**config.mk**
```make
export PLATFORM = sky130hd
export DESIGN_NAME = tone_burst_bit_link
export DESIGN_NICKNAME = d
export VERILOG_FILES = /design/src/tone_detect.v /design/src/tone_burst_bit_link.v
export VERILOG_INCLUDE_DIRS = /design/src /design/src/src
export SDC_FILE = /design/constraint.sdc
export NUM_CORES = 1
export LEC_CHECK = 0
export BUFFER_PORTS_ARGS = -buffer_cell sky130_fd_sc_hd__buf_2
export CAP_MARGIN = 20
export CORE_MARGIN = 2
export CORE_UTILIZATION = 40
export CTS_CLUSTER_DIAMETER = 30
export DETAILED_ROUTE_END_ITERATION = 8
export PLACE_DENSITY = 0.66
export SLEW_MARGIN = 20
export SYNTH_ARGS = -nofsm -noshare
export SYNTH_HDL_FRONTEND = slang
export SYNTH_SLANG_ARGS = --single-unit
export TNS_END_PERCENT = 5
```
**constraint.sdc**
```tcl
create_clock -name clk_sys -period 2.45 [get_ports clk_sys]
set_input_delay 0.245 -clock clk_sys [delete_from_list [all_inputs] [get_ports clk_sys]]
set_output_delay 0.245 -clock clk_sys [all_outputs]
set_load 0.03 [all_outputs]
```
**src/tone_link_defines.vh**
```
// Constants for the tone burst bit link
`ifndef TONE_LINK_DEFINES_VH
`define TONE_LINK_DEFINES_VH
// Clock rate in kHz
`define CLK_KHZ         20000
// Carrier nominal frequency in kHz
`define TONE_KHZ        22
// Carrier tolerance in percent
`define TONE_TOL_PCT    20
// Cycles per half period of the nominal carrier (rounded down)
`define HALF_CYC        ((`CLK_KHZ) / (2 * `TONE_KHZ))
// Longest half period accepted: nominal less 20 percent
`define HALF_MAX        (((`CLK_KHZ) * 100) / (2 * `TONE_KHZ * (100 - `TONE_TOL_PCT)))
// Shortest half period accepted: nominal plus 20 percent, rounded up
`define HALF_MIN        (((`CLK_KHZ) * 100 + 2 * `TONE_KHZ * (100 + `TONE_TOL_PCT) - 1) / (2 * `TONE_KHZ * (100 + `TONE_TOL_PCT)))
// Timing unit in microseconds
`define UNIT_US         500
// Cycles per timing unit
`define UNIT_CYC        ((`CLK_KHZ) * (`UNIT_US) / 1000)
// Units per bit, units of carrier for a zero and a one
`define BIT_UNITS       2'h3
`define ZERO_UNITS      2'h2
`define ONE_UNITS       2'h1
// Carrier gone after this many cycles with no edge: two longest half periods
`define GAP_CYC         (2 * `HALF_MAX + 2)
// Burst length threshold between one and two units: 1.5 units
`define SPLIT_CYC       ((`UNIT_CYC) * 3 / 2)
// Shortest burst taken as a bit: 0.4 unit; longest: 2.6 units
`define BURST_MIN       ((`UNIT_CYC) * 2 / 5)
`define BURST_MAX       ((`UNIT_CYC) * 13 / 5)
`endif

```
**src/tone_detect.v**
```verilog
// Carrier presence detector on the comparator output
`timescale 1ns/1ps
`include "tone_link_defines.vh"
module tone_detect (
  input  wire clk_sys,
  input  wire rst_b,
  input  wire toneIn,
  output reg  carrierOn
);
  reg        sync1Reg;
  reg        sync2Reg;
  reg        lastReg;
  reg [9:0]  halfCntReg;
  // Must reach the gap limit, which lies above 1023 cycles
  reg [10:0] gapCntReg;
  reg [1:0]  goodReg;
  wire       edgeSeen = sync2Reg ^ lastReg;
  wire       halfOk   = (halfCntReg >= `HALF_MIN) &&
                        (halfCntReg <= `HALF_MAX);

  always @(posedge clk_sys or negedge rst_b) begin
    if (!rst_b) begin
      sync1Reg   <= 1'b0;
      sync2Reg   <= 1'b0;
      lastReg    <= 1'b0;
      halfCntReg <= 10'h000;
      gapCntReg  <= 11'h000;
      goodReg    <= 2'h0;
      carrierOn  <= 1'b0;
    end else begin
      sync1Reg <= toneIn;
      sync2Reg <= sync1Reg;
      lastReg  <= sync2Reg;
      if (edgeSeen) begin
        halfCntReg <= 10'h001;
        gapCntReg  <= 11'h000;
        // Glitches shorter than a legal half period count as noise
        if (halfOk) begin
          if (goodReg != 2'h3)
            goodReg <= goodReg + 2'h1;
        end else begin
          goodReg <= 2'h0;
        end
      end else begin
        if (halfCntReg != 10'h3FF)
          halfCntReg <= halfCntReg + 10'h001;
        if (gapCntReg != 11'h7FF)
          gapCntReg <= gapCntReg + 11'h001;
      end
      // Carrier within the accepted band, seen for three half periods
      if (gapCntReg >= `GAP_CYC) begin
        carrierOn <= 1'b0;
        goodReg   <= 2'h0;
      end else if (goodReg == 2'h3) begin
        carrierOn <= 1'b1;
      end
    end
  end
endmodule

```
**src/tone_burst_bit_link.v**
```verilog
// Pulse width keyed tone encoder and decoder
`timescale 1ns/1ps
`include "tone_link_defines.vh"
// Function
// - Line is either full carrier or silence, nothing in between.
// - Carrier 22 kHz nominal; receiver accepts plus or minus twenty percent.
// - Bit is three 0.5 ms units: zero 2 on 1 off, one 1 on 2 off.
// - Every unit monitors the line, including its own bursts.
// - Detector ignores small noise tones; only clean carrier counts.
module tone_burst_bit_link (
  input  wire clk_sys,
  input  wire rst_b,
  input  wire txValid,
  input  wire txBit,
  input  wire toneIn,
  output reg  txReady,
  output reg  toneOut,
  output reg  toneEnable,
  output reg  rxValid,
  output reg  rxBit,
  output reg  rxError,
  output reg  lineActive
);
  // ----------------------------------------------------------------
  // Transmit states
  // ----------------------------------------------------------------
  localparam [2:0] S_IDLE  = 3'b001;
  localparam [2:0] S_BURST = 3'b010;
  localparam [2:0] S_PAUSE = 3'b100;

  reg [2:0]  stateReg;
  reg [2:0]  stateNext;
  reg [14:0] unitCntReg;
  reg [1:0]  unitsReg;
  reg [1:0]  burstUnitsReg;
  reg [9:0]  halfCntReg;
  reg        phaseReg;
  reg [15:0] burstLenReg;
  reg        lastOnReg;
  wire       carrierOn;
  wire       unitEnd;
  wire       burstDone;
  wire       bitDone;
  wire       halfEnd;
  wire       takeBit;
  wire       burstEnded;
  wire       lenBad;
  wire       burstNext;

  // ----------------------------------------------------------------
  // Transmit timing decodes
  // ----------------------------------------------------------------
  assign unitEnd   = (unitCntReg == `UNIT_CYC - 1);
  assign burstDone = unitEnd && (unitsReg == burstUnitsReg - 2'h1);
  assign bitDone   = unitEnd && (unitsReg == `BIT_UNITS - 2'h1);
  assign halfEnd   = (halfCntReg == `HALF_CYC - 1);
  // Bit taken at the start of its burst; back to back bits allowed
  // A new bit waits for the full pause, so bit period never shrinks
  assign takeBit   = (stateReg == S_IDLE && txValid) ||
                     (stateReg == S_PAUSE && bitDone && txValid);
  assign burstNext = (stateNext == S_BURST);

  // ----------------------------------------------------------------
  // Transmit state machine
  // ----------------------------------------------------------------
  always @* begin
    stateNext = stateReg;
    case (stateReg)
      S_IDLE: begin
        if (txValid)
          stateNext = S_BURST;
      end
      S_BURST: begin
        if (burstDone)
          stateNext = S_PAUSE;
      end
      S_PAUSE: begin
        if (bitDone)
          stateNext = txValid ? S_BURST : S_IDLE;
      end
      default: begin
        stateNext = S_IDLE;
      end
    endcase
  end

  always @(posedge clk_sys or negedge rst_b) begin
    if (!rst_b)
      stateReg <= S_IDLE;
    else
      stateReg <= stateNext;
  end

  // ----------------------------------------------------------------
  // Bit length latch and unit counter
  // ----------------------------------------------------------------
  always @(posedge clk_sys or negedge rst_b) begin
    if (!rst_b) begin
      burstUnitsReg <= `ONE_UNITS;
    end else if (takeBit) begin
      burstUnitsReg <= txBit ? `ONE_UNITS : `ZERO_UNITS;
    end
  end

  always @(posedge clk_sys or negedge rst_b) begin
    if (!rst_b) begin
      unitCntReg <= 15'h0000;
      unitsReg   <= 2'h0;
    end else if (takeBit) begin
      unitCntReg <= 15'h0000;
      unitsReg   <= 2'h0;
    end else if (stateReg != S_IDLE) begin
      if (unitEnd) begin
        unitCntReg <= 15'h0000;
        unitsReg   <= unitsReg + 2'h1;
      end else begin
        unitCntReg <= unitCntReg + 15'h0001;
      end
    end
  end

  // ----------------------------------------------------------------
  // Transmit handshake
  // ----------------------------------------------------------------
  always @(posedge clk_sys or negedge rst_b) begin
    if (!rst_b)
      txReady <= 1'b0;
    else
      txReady <= takeBit;
  end

  // ----------------------------------------------------------------
  // Carrier generator
  // ----------------------------------------------------------------
  // Phase restarts with each bit so every burst opens on a high half
  // Counter runs on through the pause; output is gated off there
  always @(posedge clk_sys or negedge rst_b) begin
    if (!rst_b) begin
      halfCntReg <= 10'h000;
      phaseReg   <= 1'b0;
    end else if (takeBit) begin
      halfCntReg <= 10'h000;
      phaseReg   <= 1'b0;
    end else if (stateReg != S_IDLE) begin
      if (halfEnd) begin
        halfCntReg <= 10'h000;
        phaseReg   <= ~phaseReg;
      end else begin
        halfCntReg <= halfCntReg + 10'h001;
      end
    end
  end

  // Full shunt drive or none; no partial level exists
  always @(posedge clk_sys or negedge rst_b) begin
    if (!rst_b) begin
      toneEnable <= 1'b0;
      toneOut    <= 1'b0;
    end else begin
      toneEnable <= burstNext;
      toneOut    <= burstNext & (takeBit | ~phaseReg);
    end
  end

  // ----------------------------------------------------------------
  // Receive: own bursts are decoded too, as the line is shared
  // ----------------------------------------------------------------
  tone_detect detector (
    .clk_sys   (clk_sys),
    .rst_b     (rst_b),
    .toneIn    (toneIn),
    .carrierOn (carrierOn)
  );

  assign burstEnded = lastOnReg & ~carrierOn;
  assign lenBad     = (burstLenReg < `BURST_MIN) ||
                      (burstLenReg > `BURST_MAX);

  // ----------------------------------------------------------------
  // Burst length
  // ----------------------------------------------------------------
  // Length in clock cycles, held until the burst is judged
  always @(posedge clk_sys or negedge rst_b) begin
    if (!rst_b) begin
      burstLenReg <= 16'h0000;
      lastOnReg   <= 1'b0;
    end else begin
      lastOnReg <= carrierOn;
      if (carrierOn) begin
        if (burstLenReg != 16'hFFFF)
          burstLenReg <= burstLenReg + 16'h0001;
      end else if (lastOnReg) begin
        burstLenReg <= 16'h0000;
      end
    end
  end

  // ----------------------------------------------------------------
  // Bit decision
  // ----------------------------------------------------------------
  // Midpoint threshold absorbs detector stretch and skew
  always @(posedge clk_sys or negedge rst_b) begin
    if (!rst_b) begin
      rxValid <= 1'b0;
      rxError <= 1'b0;
      rxBit   <= 1'b0;
    end else begin
      rxValid <= burstEnded & ~lenBad;
      rxError <= burstEnded & lenBad;
      if (burstEnded && !lenBad)
        rxBit <= (burstLenReg < `SPLIT_CYC);
    end
  end

  // ----------------------------------------------------------------
  // Line activity
  // ----------------------------------------------------------------
  // Busy flag follows the detector one cycle late
  always @(posedge clk_sys or negedge rst_b) begin
    if (!rst_b)
      lineActive <= 1'b0;
    else
      lineActive <= carrierOn;
  end
endmodule

```
==> run_results.csv, run 1 <==
group,metric,value,unit
timing,skew,0.0130,ns
detailed_routing,drtAntennaViolNets,0,
logic_synthesis,synth_nets,466,
detailed_routing,via_per_inst,5.33,
critical_path,crit_type,"reg2reg",
detailed_routing,vias,3262,
logic_synthesis,synth_top_cell_by_area,"dfrtp_1",
global_routing,use_met1,0.196,
pwr,max-vdd-ir-drop,252,uV
pwr,leakage,2.07,nW
finish,area.growth.synth_to_final,10.6,%
global_routing,grt_pass1_wl,14400,um
critical_path,worstSetupStartpointType,"flop",
detailed_routing,drt_drc_violations_left,0,
worst_hold_path,hp-start,"txBit",
floorplan,num_rows,38,
global_routing,grt-busiest-layer,"met2",
critical_path,r2r_start,"unitCntReg[0]",
outcome,status,"complete, no violations",
global_routing,antenna_found_initial,0,
timing,rsz0062_at_grt,"false",
worst_hold_path,hold_class,"in2reg",
critical_path,arrival,2.17,ns
clock_tree,ctsResizeCount,0,
worst_hold_path,hold_depth,3,
clock_tree,insertion_delay,0.36,ns
pwr,power.density,547,nW/um^2
timing,tightest_slew,0.666,ns
logic_synthesis,synth_flop_cell,"dfrtp_1",
logic_synthesis,synth_area,4340,sq um
floorplan,core,10700,sq um
global_routing,first_global_vias,3205,
global_routing,grt_util_all_layers,0.152,
logic_synthesis,synth_seq_cells,83,
logic_synthesis,ys_types,63,
critical_path,r2r_slack,0.53,ns
detailed_routing,drt_iter0_drc,178,
finish,insertedDiodeCount,0,
logic_synthesis,ys_seq_area_frac,0.479,
finish,finalNetCount,483,
place,dp.cells,594,
logic_synthesis,synthArstFlopShare,1.00,
floorplan,die_w,108,um
finish,final_layout_size_suffix_gt1_frac,0.117,
global_routing,met2_usage,0.251,
critical_path,endpoint_kind,"flop",
clock_tree,clkSinkCount,83,
timing,post-route-min-period,1.92,ns
detailed_routing,totalWireLength,8020,um
global_routing,grt_overflow,0,
timing,finalCritPeriodShare,0.785,
floorplan,start_util,0.405,
logic_synthesis,synth_edf_count,0,
floorplan,boundaryPins,12,
detailed_routing,drt_first_pass_iters,4,
detailed_routing,wl_per_cell,13.1,um
clock_tree,root_buffer,"clkbuf_8",
critical_path,worst-path-max-fanout,14,
global_routing,grt_start_max_net_pins,50,
global_routing,grt_use_met3,0.0362,
clock_tree,tritoncts,"done",
place,io_buffers,11,
logic_synthesis,synth_common_cells,"dfrtp_1 (81), nor2_1 (61), nand2_1 (57)",
timing,setup_viol,0,
logic_synthesis,synth.most_common_cell,"dfrtp_1",
place,dp_hpwl,5680,um
place,globalplace.congestion,0.862,
clock_tree,clk_path_buf_depth,2,
logic_synthesis,synth_cells,450,
clock_tree,path_clk_slew,0.09,ns
critical_path,cp.required,2.70,ns
logic_synthesis,synth.area.top_cells,"dfrtp_1 (47%), nor2_1 (5.3%), nand2_1 (4.9%)",
timing,timing.fmax,0.520,GHz
clock_tree,cts_max_level,3,
critical_path,r2r.worst_path.cells,5,
timing,drv_slew,0,
timing,finalSetupTns,0,ns
finish,fin_cells,612,
floorplan,die_h,108,um
logic_synthesis,yosys.area.top_type_share,0.467,
timing,slew_headroom,0.552,
clock_tree,cts_made_buffers,9,
worst_hold_path,hold_end,"burstUnitsReg[0]",
timing,hold_viol,0,
logic_synthesis,yosysWarnings,0,
logic_synthesis,syn_avg_cell_area,9.64,sq um
job,max_cap_viol_count,0,
critical_path,r2r-end,"unitsReg[1]",
floorplan,die-area,11700,sq um
layer usage:
layer | wire length (um) | part of all wire
met2 | 3890 | 0.49
met4 | 159 | 0.020
met1 | 3740 | 0.47
met5 | 0 | 0
met3 | 224 | 0.028
area by class of cell:
| class | count | area, sq um |
|---|---|---|
| Fill cell | 1007 | 5900 |
| Tap cell | 140 | 175 |
| Timing Repair Buffer | 17 | 120 |
| Clock buffer | 9 | 124 |
| Multi-Input combinational cell | 345 | 2160 |
| Inverter | 11 | 43.8 |
| Sequential cell | 83 | 2080 |
| Clock inverter | 7 | 98.8 |
cells by family (layout without fill, tap and decap cells):
group                      Yosys count  in the layout  synth area share
AOI/OAI and AO/OA                   60             60            0.0963
and+or+nand+nor                    231            231             0.280
adders and majority gates           11             11            0.0317
xor gates and xnor gates            36             36            0.0727
buffers and inverters               22             44            0.0234
muxes                                7              7            0.0164
DFF                                 83             83             0.479
worst max-delay path by stage:
stage	from	end	slack [ns]	cells past startpoint
final	unitCntReg[0]	unitsReg[1]	0.53	5
after global routing	unitCntReg[0]	unitsReg[1]	0.39	7
after floorplan	unitCntReg[0]	halfCntReg[2]	0.72	7
after detailed placement	unitCntReg[0]	unitsReg[1]	0.53	5
after global placement	unitCntReg[0]	unitsReg[1]	0.56	5
after CTS	unitCntReg[0]	unitsReg[1]	0.52	5
state kept, by name, indices dropped and copies added, names as in the netlist:
| register | count |
|---|---|
| detector.halfCntReg | 10 |
| rxError | 1 |
| lineActive | 1 |
| phaseReg | 1 |
| detector.sync1Reg | 1 |
| stateReg | 3 |
| halfCntReg | 10 |
| rxBit | 1 |
| toneEnable | 1 |
| rxValid | 1 |
| detector.goodReg | 2 |
| detector.carrierOn | 1 |
| detector.sync2Reg | 1 |
| detector.lastReg | 1 |
| burstLenReg | 16 |
| txReady | 1 |
| toneOut | 1 |
| detector.gapCntReg | 11 |
| unitCntReg | 15 |
| unitsReg | 2 |
| burstUnitsReg | 2 |
power by group:
part	switching, W	internal, W	total [W]
clock network	0.000515	0.000581	0.00110
registers	0.0000239	0.00139	0.00141
logic	0.0000726	0.0000408	0.000113
total	0.000612	0.00201	0.00262
through the flow:
step | power [W] | area, sq um | setup WS [ns] | util | hold slack, ns
floorplan | 0.00150 | 4340 | 0.715 | - | -0.0506
global placement | 0.00155 | 4560 | 0.562 | 0.426 | 0.226
detailed placement | 0.00156 | 4560 | 0.527 | 0.426 | 0.231
CTS | 0.00267 | 4800 | 0.521 | 0.449 | 0.114
global route | 0.00275 | 4800 | 0.390 | 0.449 | 0.117
finish | 0.00262 | 4800 | 0.527 | 0.449 | 0.129
worst max-delay path, cell delays in order, from the launching register on:
cell and delay, ns:
dfrtp_1 0.41, ha_1 0.18, and3_1 0.20, and4_1 0.35, a21o_2 0.32, mux2_2 0.36
cells in the final DEF (no fill, tap or decap), types with 3 or more instances in the layout:
master,instances
a211oi_1,4
nand3_1,27
xnor2_1,22
nor3_1,20
mux2i_1,6
nor2_1,61
and2_1,3
buf_4,4
nand2_1,57
buf_2,10
a21oi_1,7
nor4_1,4
clkbuf_8,9
a31oi_1,12
nor2b_1,3
dfrtp_1,81
xor2_1,14
o21ai_0,17
inv_1,10
ha_1,11
and3_1,6
nand4_1,14
nand2b_1,4
and4_1,4
repair_timing:
item / CTS / global route
hold buffers: 2 / 0
hold endpoints to repair: 35 / 0
setup buffers: 0 / 0
No activity file was read; power rests on OpenSTA's default activity.
==> inputs of run 2 (changes only) <==
- ABC_AREA: not set -> 1
- clock period: 2.45 -> 1.9 ns (I/O delays scaled with it)
==> run 2 against run 1 <==
Net effect:
- sequential share of layout area decreased by 4.8 points
- synthesized cell count increased by 36%
- combinational power increased to 9.2 times the previous value
- clock power increased by 44%
- register-to-register slack got worse by 0.37 ns
- area after synthesis increased by 9.8%
- die area increased by 9.4%
- cell area increased by 12%
- critical path type unchanged
- via count increased by 26%
==> run_results.csv, run 2 <==
group,metric,value,unit
pwr,power.density,885,nW/um^2
clock_tree,cts_max_level,3,
logic_synthesis,synth_flop_cell,"dfrtp_1",
logic_synthesis,synth_area,4760,sq um
global_routing,met2_usage,0.269,
logic_synthesis,yosysWarnings,0,
logic_synthesis,synth_seq_cells,83,
floorplan,num_rows,39,
worst_hold_path,hp-start,"txBit",
finish,final-seq-area,2080,sq um
floorplan,start_util,0.414,
global_routing,grt-busiest-layer,"met2",
detailed_routing,drt_first_pass_iters,5,
finish,finalNetCount,658,
timing,post-route-min-period,1.75,ns
critical_path,crit_path_end,"burstLenReg[9]",
logic_synthesis,synthArstFlopShare,1.00,
detailed_routing,drt_iter0_drc,248,
finish,final_util,0.468,
global_routing,grt_util_all_layers,0.171,
global_routing,antenna_found_initial,0,
clock_tree,cts_made_buffers,9,
finish,insertedDiodeCount,0,
critical_path,r2r_slack,0.15,ns
logic_synthesis,synth_common_cells,"nand2_1 (145), dfrtp_1 (81), nor2_1 (76)",
timing,finalSetupTns,0,ns
floorplan,die_h,113,um
global_routing,grt_overflow,0,
finish,layout_common_cells,"nand2_1 (145), dfrtp_1 (81), nor2_1 (75)",
floorplan,core,11500,sq um
floorplan,die_w,113,um
critical_path,r2r.worst_path.cells,10,
finish,biggestRegsByFlops,"burstLenReg: 16 flops, unitCntReg: 15 flops, detector.gapCntReg: 11 flops",
finish,regMostFlops,"burstLenReg",
critical_path,worst-path-max-fanout,15,
critical_path,crit_type,"reg2reg",
timing,setup_viol,0,
detailed_routing,drtAntennaViolNets,0,
detailed_routing,wl_per_cell,12.5,um
place,globalplace.congestion,0.912,
global_routing,grt_start_max_net_pins,64,
logic_synthesis,synth.area.top_cells,"dfrtp_1 (43%), nand2_1 (11%), nor2_1 (6.0%)",
detailed_routing,drt_drc_violations_left,0,
finish,multi_input_area,2390,sq um
place,dp_hpwl,7180,um
finish,final_common_cell,"nand2_1",
critical_path,cp.required,2.17,ns
logic_synthesis,synth_top_cell_by_area,"dfrtp_1",
timing,drv_slew,0,
critical_path,r2r_start,"burstLenReg[0]",
critical_path,endpoint_kind,"flop",
logic_synthesis,synth.most_common_cell,"nand2_1",
logic_synthesis,synth_edf_count,0,
worst_hold_path,hold_class,"in2reg",
clock_tree,tritoncts,"done",
clock_tree,root_buffer,"clkbuf_16",
detailed_routing,via_per_inst,5.18,
critical_path,worstSetupStartpointType,"flop",
logic_synthesis,syn_avg_cell_area,7.77,sq um
timing,tightest_slew,0.465,ns
finish,fillers,1118,
clock_tree,insertion_delay,0.35,ns
clock_tree,clkSinkCount,83,
logic_synthesis,yosys.area.top_type_share,0.426,
place,io_buffers,11,
global_routing,grt_pass1_wl,17800,um
logic_synthesis,synth_cells,613,
floorplan,boundaryPins,12,
critical_path,crit_path_start,"burstLenReg[0]",
clock_tree,clk_path_buf_depth,2,
job,max_cap_viol_count,0,
finish,largest_reg_flops,16,
pwr,leakage,2.47,nW
global_routing,grt_use_met3,0.0300,
timing,finalCritPeriodShare,0.919,
critical_path,arrival,2.02,ns
timing,timing.fmax,0.573,GHz
global_routing,use_met1,0.224,
logic_synthesis,ys_types,42,
outcome,status,"complete, no violations",
timing,slew_headroom,0.686,
logic_synthesis,ys_seq_area_frac,0.437,
detailed_routing,totalWireLength,9900,um
critical_path,r2r-end,"burstLenReg[9]",
clock_tree,path_clk_slew,0.06,ns
finish,final_layout_size_suffix_gt1_frac,0.119,
timing,hold_viol,0,
global_routing,first_global_vias,4009,
timing,rsz0062_at_grt,"false",
floorplan,die-area,12800,sq um
logic_synthesis,synth_nets,629,
finish,area.growth.synth_to_final,13.2,%
timing,skew,0.00612,ns
pwr,max-vdd-ir-drop,406,uV
detailed_routing,vias,4094,
run 2: worst min path at each step:
| stage | to | slack [ns] | cells past startpoint |
|---|---|---|---|
| 2_1_floorplan | burstLenReg[0] | -0.11 | 0 |
| 3_3_place_gp | halfCntReg[2] | 0.09 | 1 |
| 3_5_place_dp | halfCntReg[0] | 0.10 | 1 |
| 4_1_cts | burstUnitsReg[0] | 0.10 | 3 |
| 5_1_grt | burstUnitsReg[0] | 0.13 | 3 |
| 6_report | burstUnitsReg[0] | 0.11 | 3 |
run 2: final cells by class:
cell class	instances	area share
Inverter	72	0.0501
Tap cell	143	0.0332
Multi-Input combinational cell	448	0.442
Sequential cell	83	0.386
Clock inverter	5	0.00557
Timing Repair Buffer	28	0.0399
Clock buffer	11	0.0432
run 2: repair_timing:
action | CTS | global route
setup endpoints to repair | 0 | 26
setup buffers | 0 | 1
hold buffers | 2 | 0
hold endpoints to repair | 21 | 0
resized for setup | 0 | 7
run 2: metal layers:
| metal | share of wire | wire [um] |
|---|---|---|
| met1 | 0.48 | 4720 |
| met2 | 0.46 | 4590 |
| met3 | 0.032 | 313 |
| met4 | 0.028 | 274 |
| met5 | 0 | 0 |
run 2: worst max-delay path: stages (launching register included):
cell and delay (ns):
dfrtp_1 0.40, ha_1 0.22, nand2_1 0.09, inv_1 0.06
nand2_1 0.11, nor2_2 0.05, nand3_1 0.10, nand2_2 0.07
nand2_2 0.25, nand3_1 0.16, a21oi_1 0.17
run 2: cell families after synthesis:
| group | share of synthesized area |
|---|---|
| and+or+nand+nor | 0.329 |
| DFF | 0.437 |
| buffers and inverters | 0.0701 |
| AOI/OAI and AO/OA | 0.0896 |
| xor gates and xnor gates | 0.0460 |
| adders and majority gates | 0.0289 |
run 2: stage by stage:
step	hold WS, ns	setup WS [ns]	power, W	instances	cell area [sq um]
floorplan	-0.106	0.213	0.00287	613	4760
global placement	0.0946	0.147	0.00315	771	5070
detailed placement	0.100	0.0858	0.00319	771	5070
CTS	0.101	0.0754	0.00480	789	5350
global route	0.130	0.0112	0.00506	790	5390
finish	0.109	0.155	0.00477	790	5390
run 2: power breakdown:
| part | leakage, nW | switching (W) | internal (W) | total (W) |
|---|---|---|---|---|
| Combinational | 1.23 | 0.000670 | 0.000373 | 0.00104 |
| Sequential | 1.12 | 0.000185 | 0.00197 | 0.00215 |
| Clock | 0.125 | 0.000703 | 0.000878 | 0.00158 |
| Total | 2.47 | 0.00156 | 0.00322 | 0.00477 |
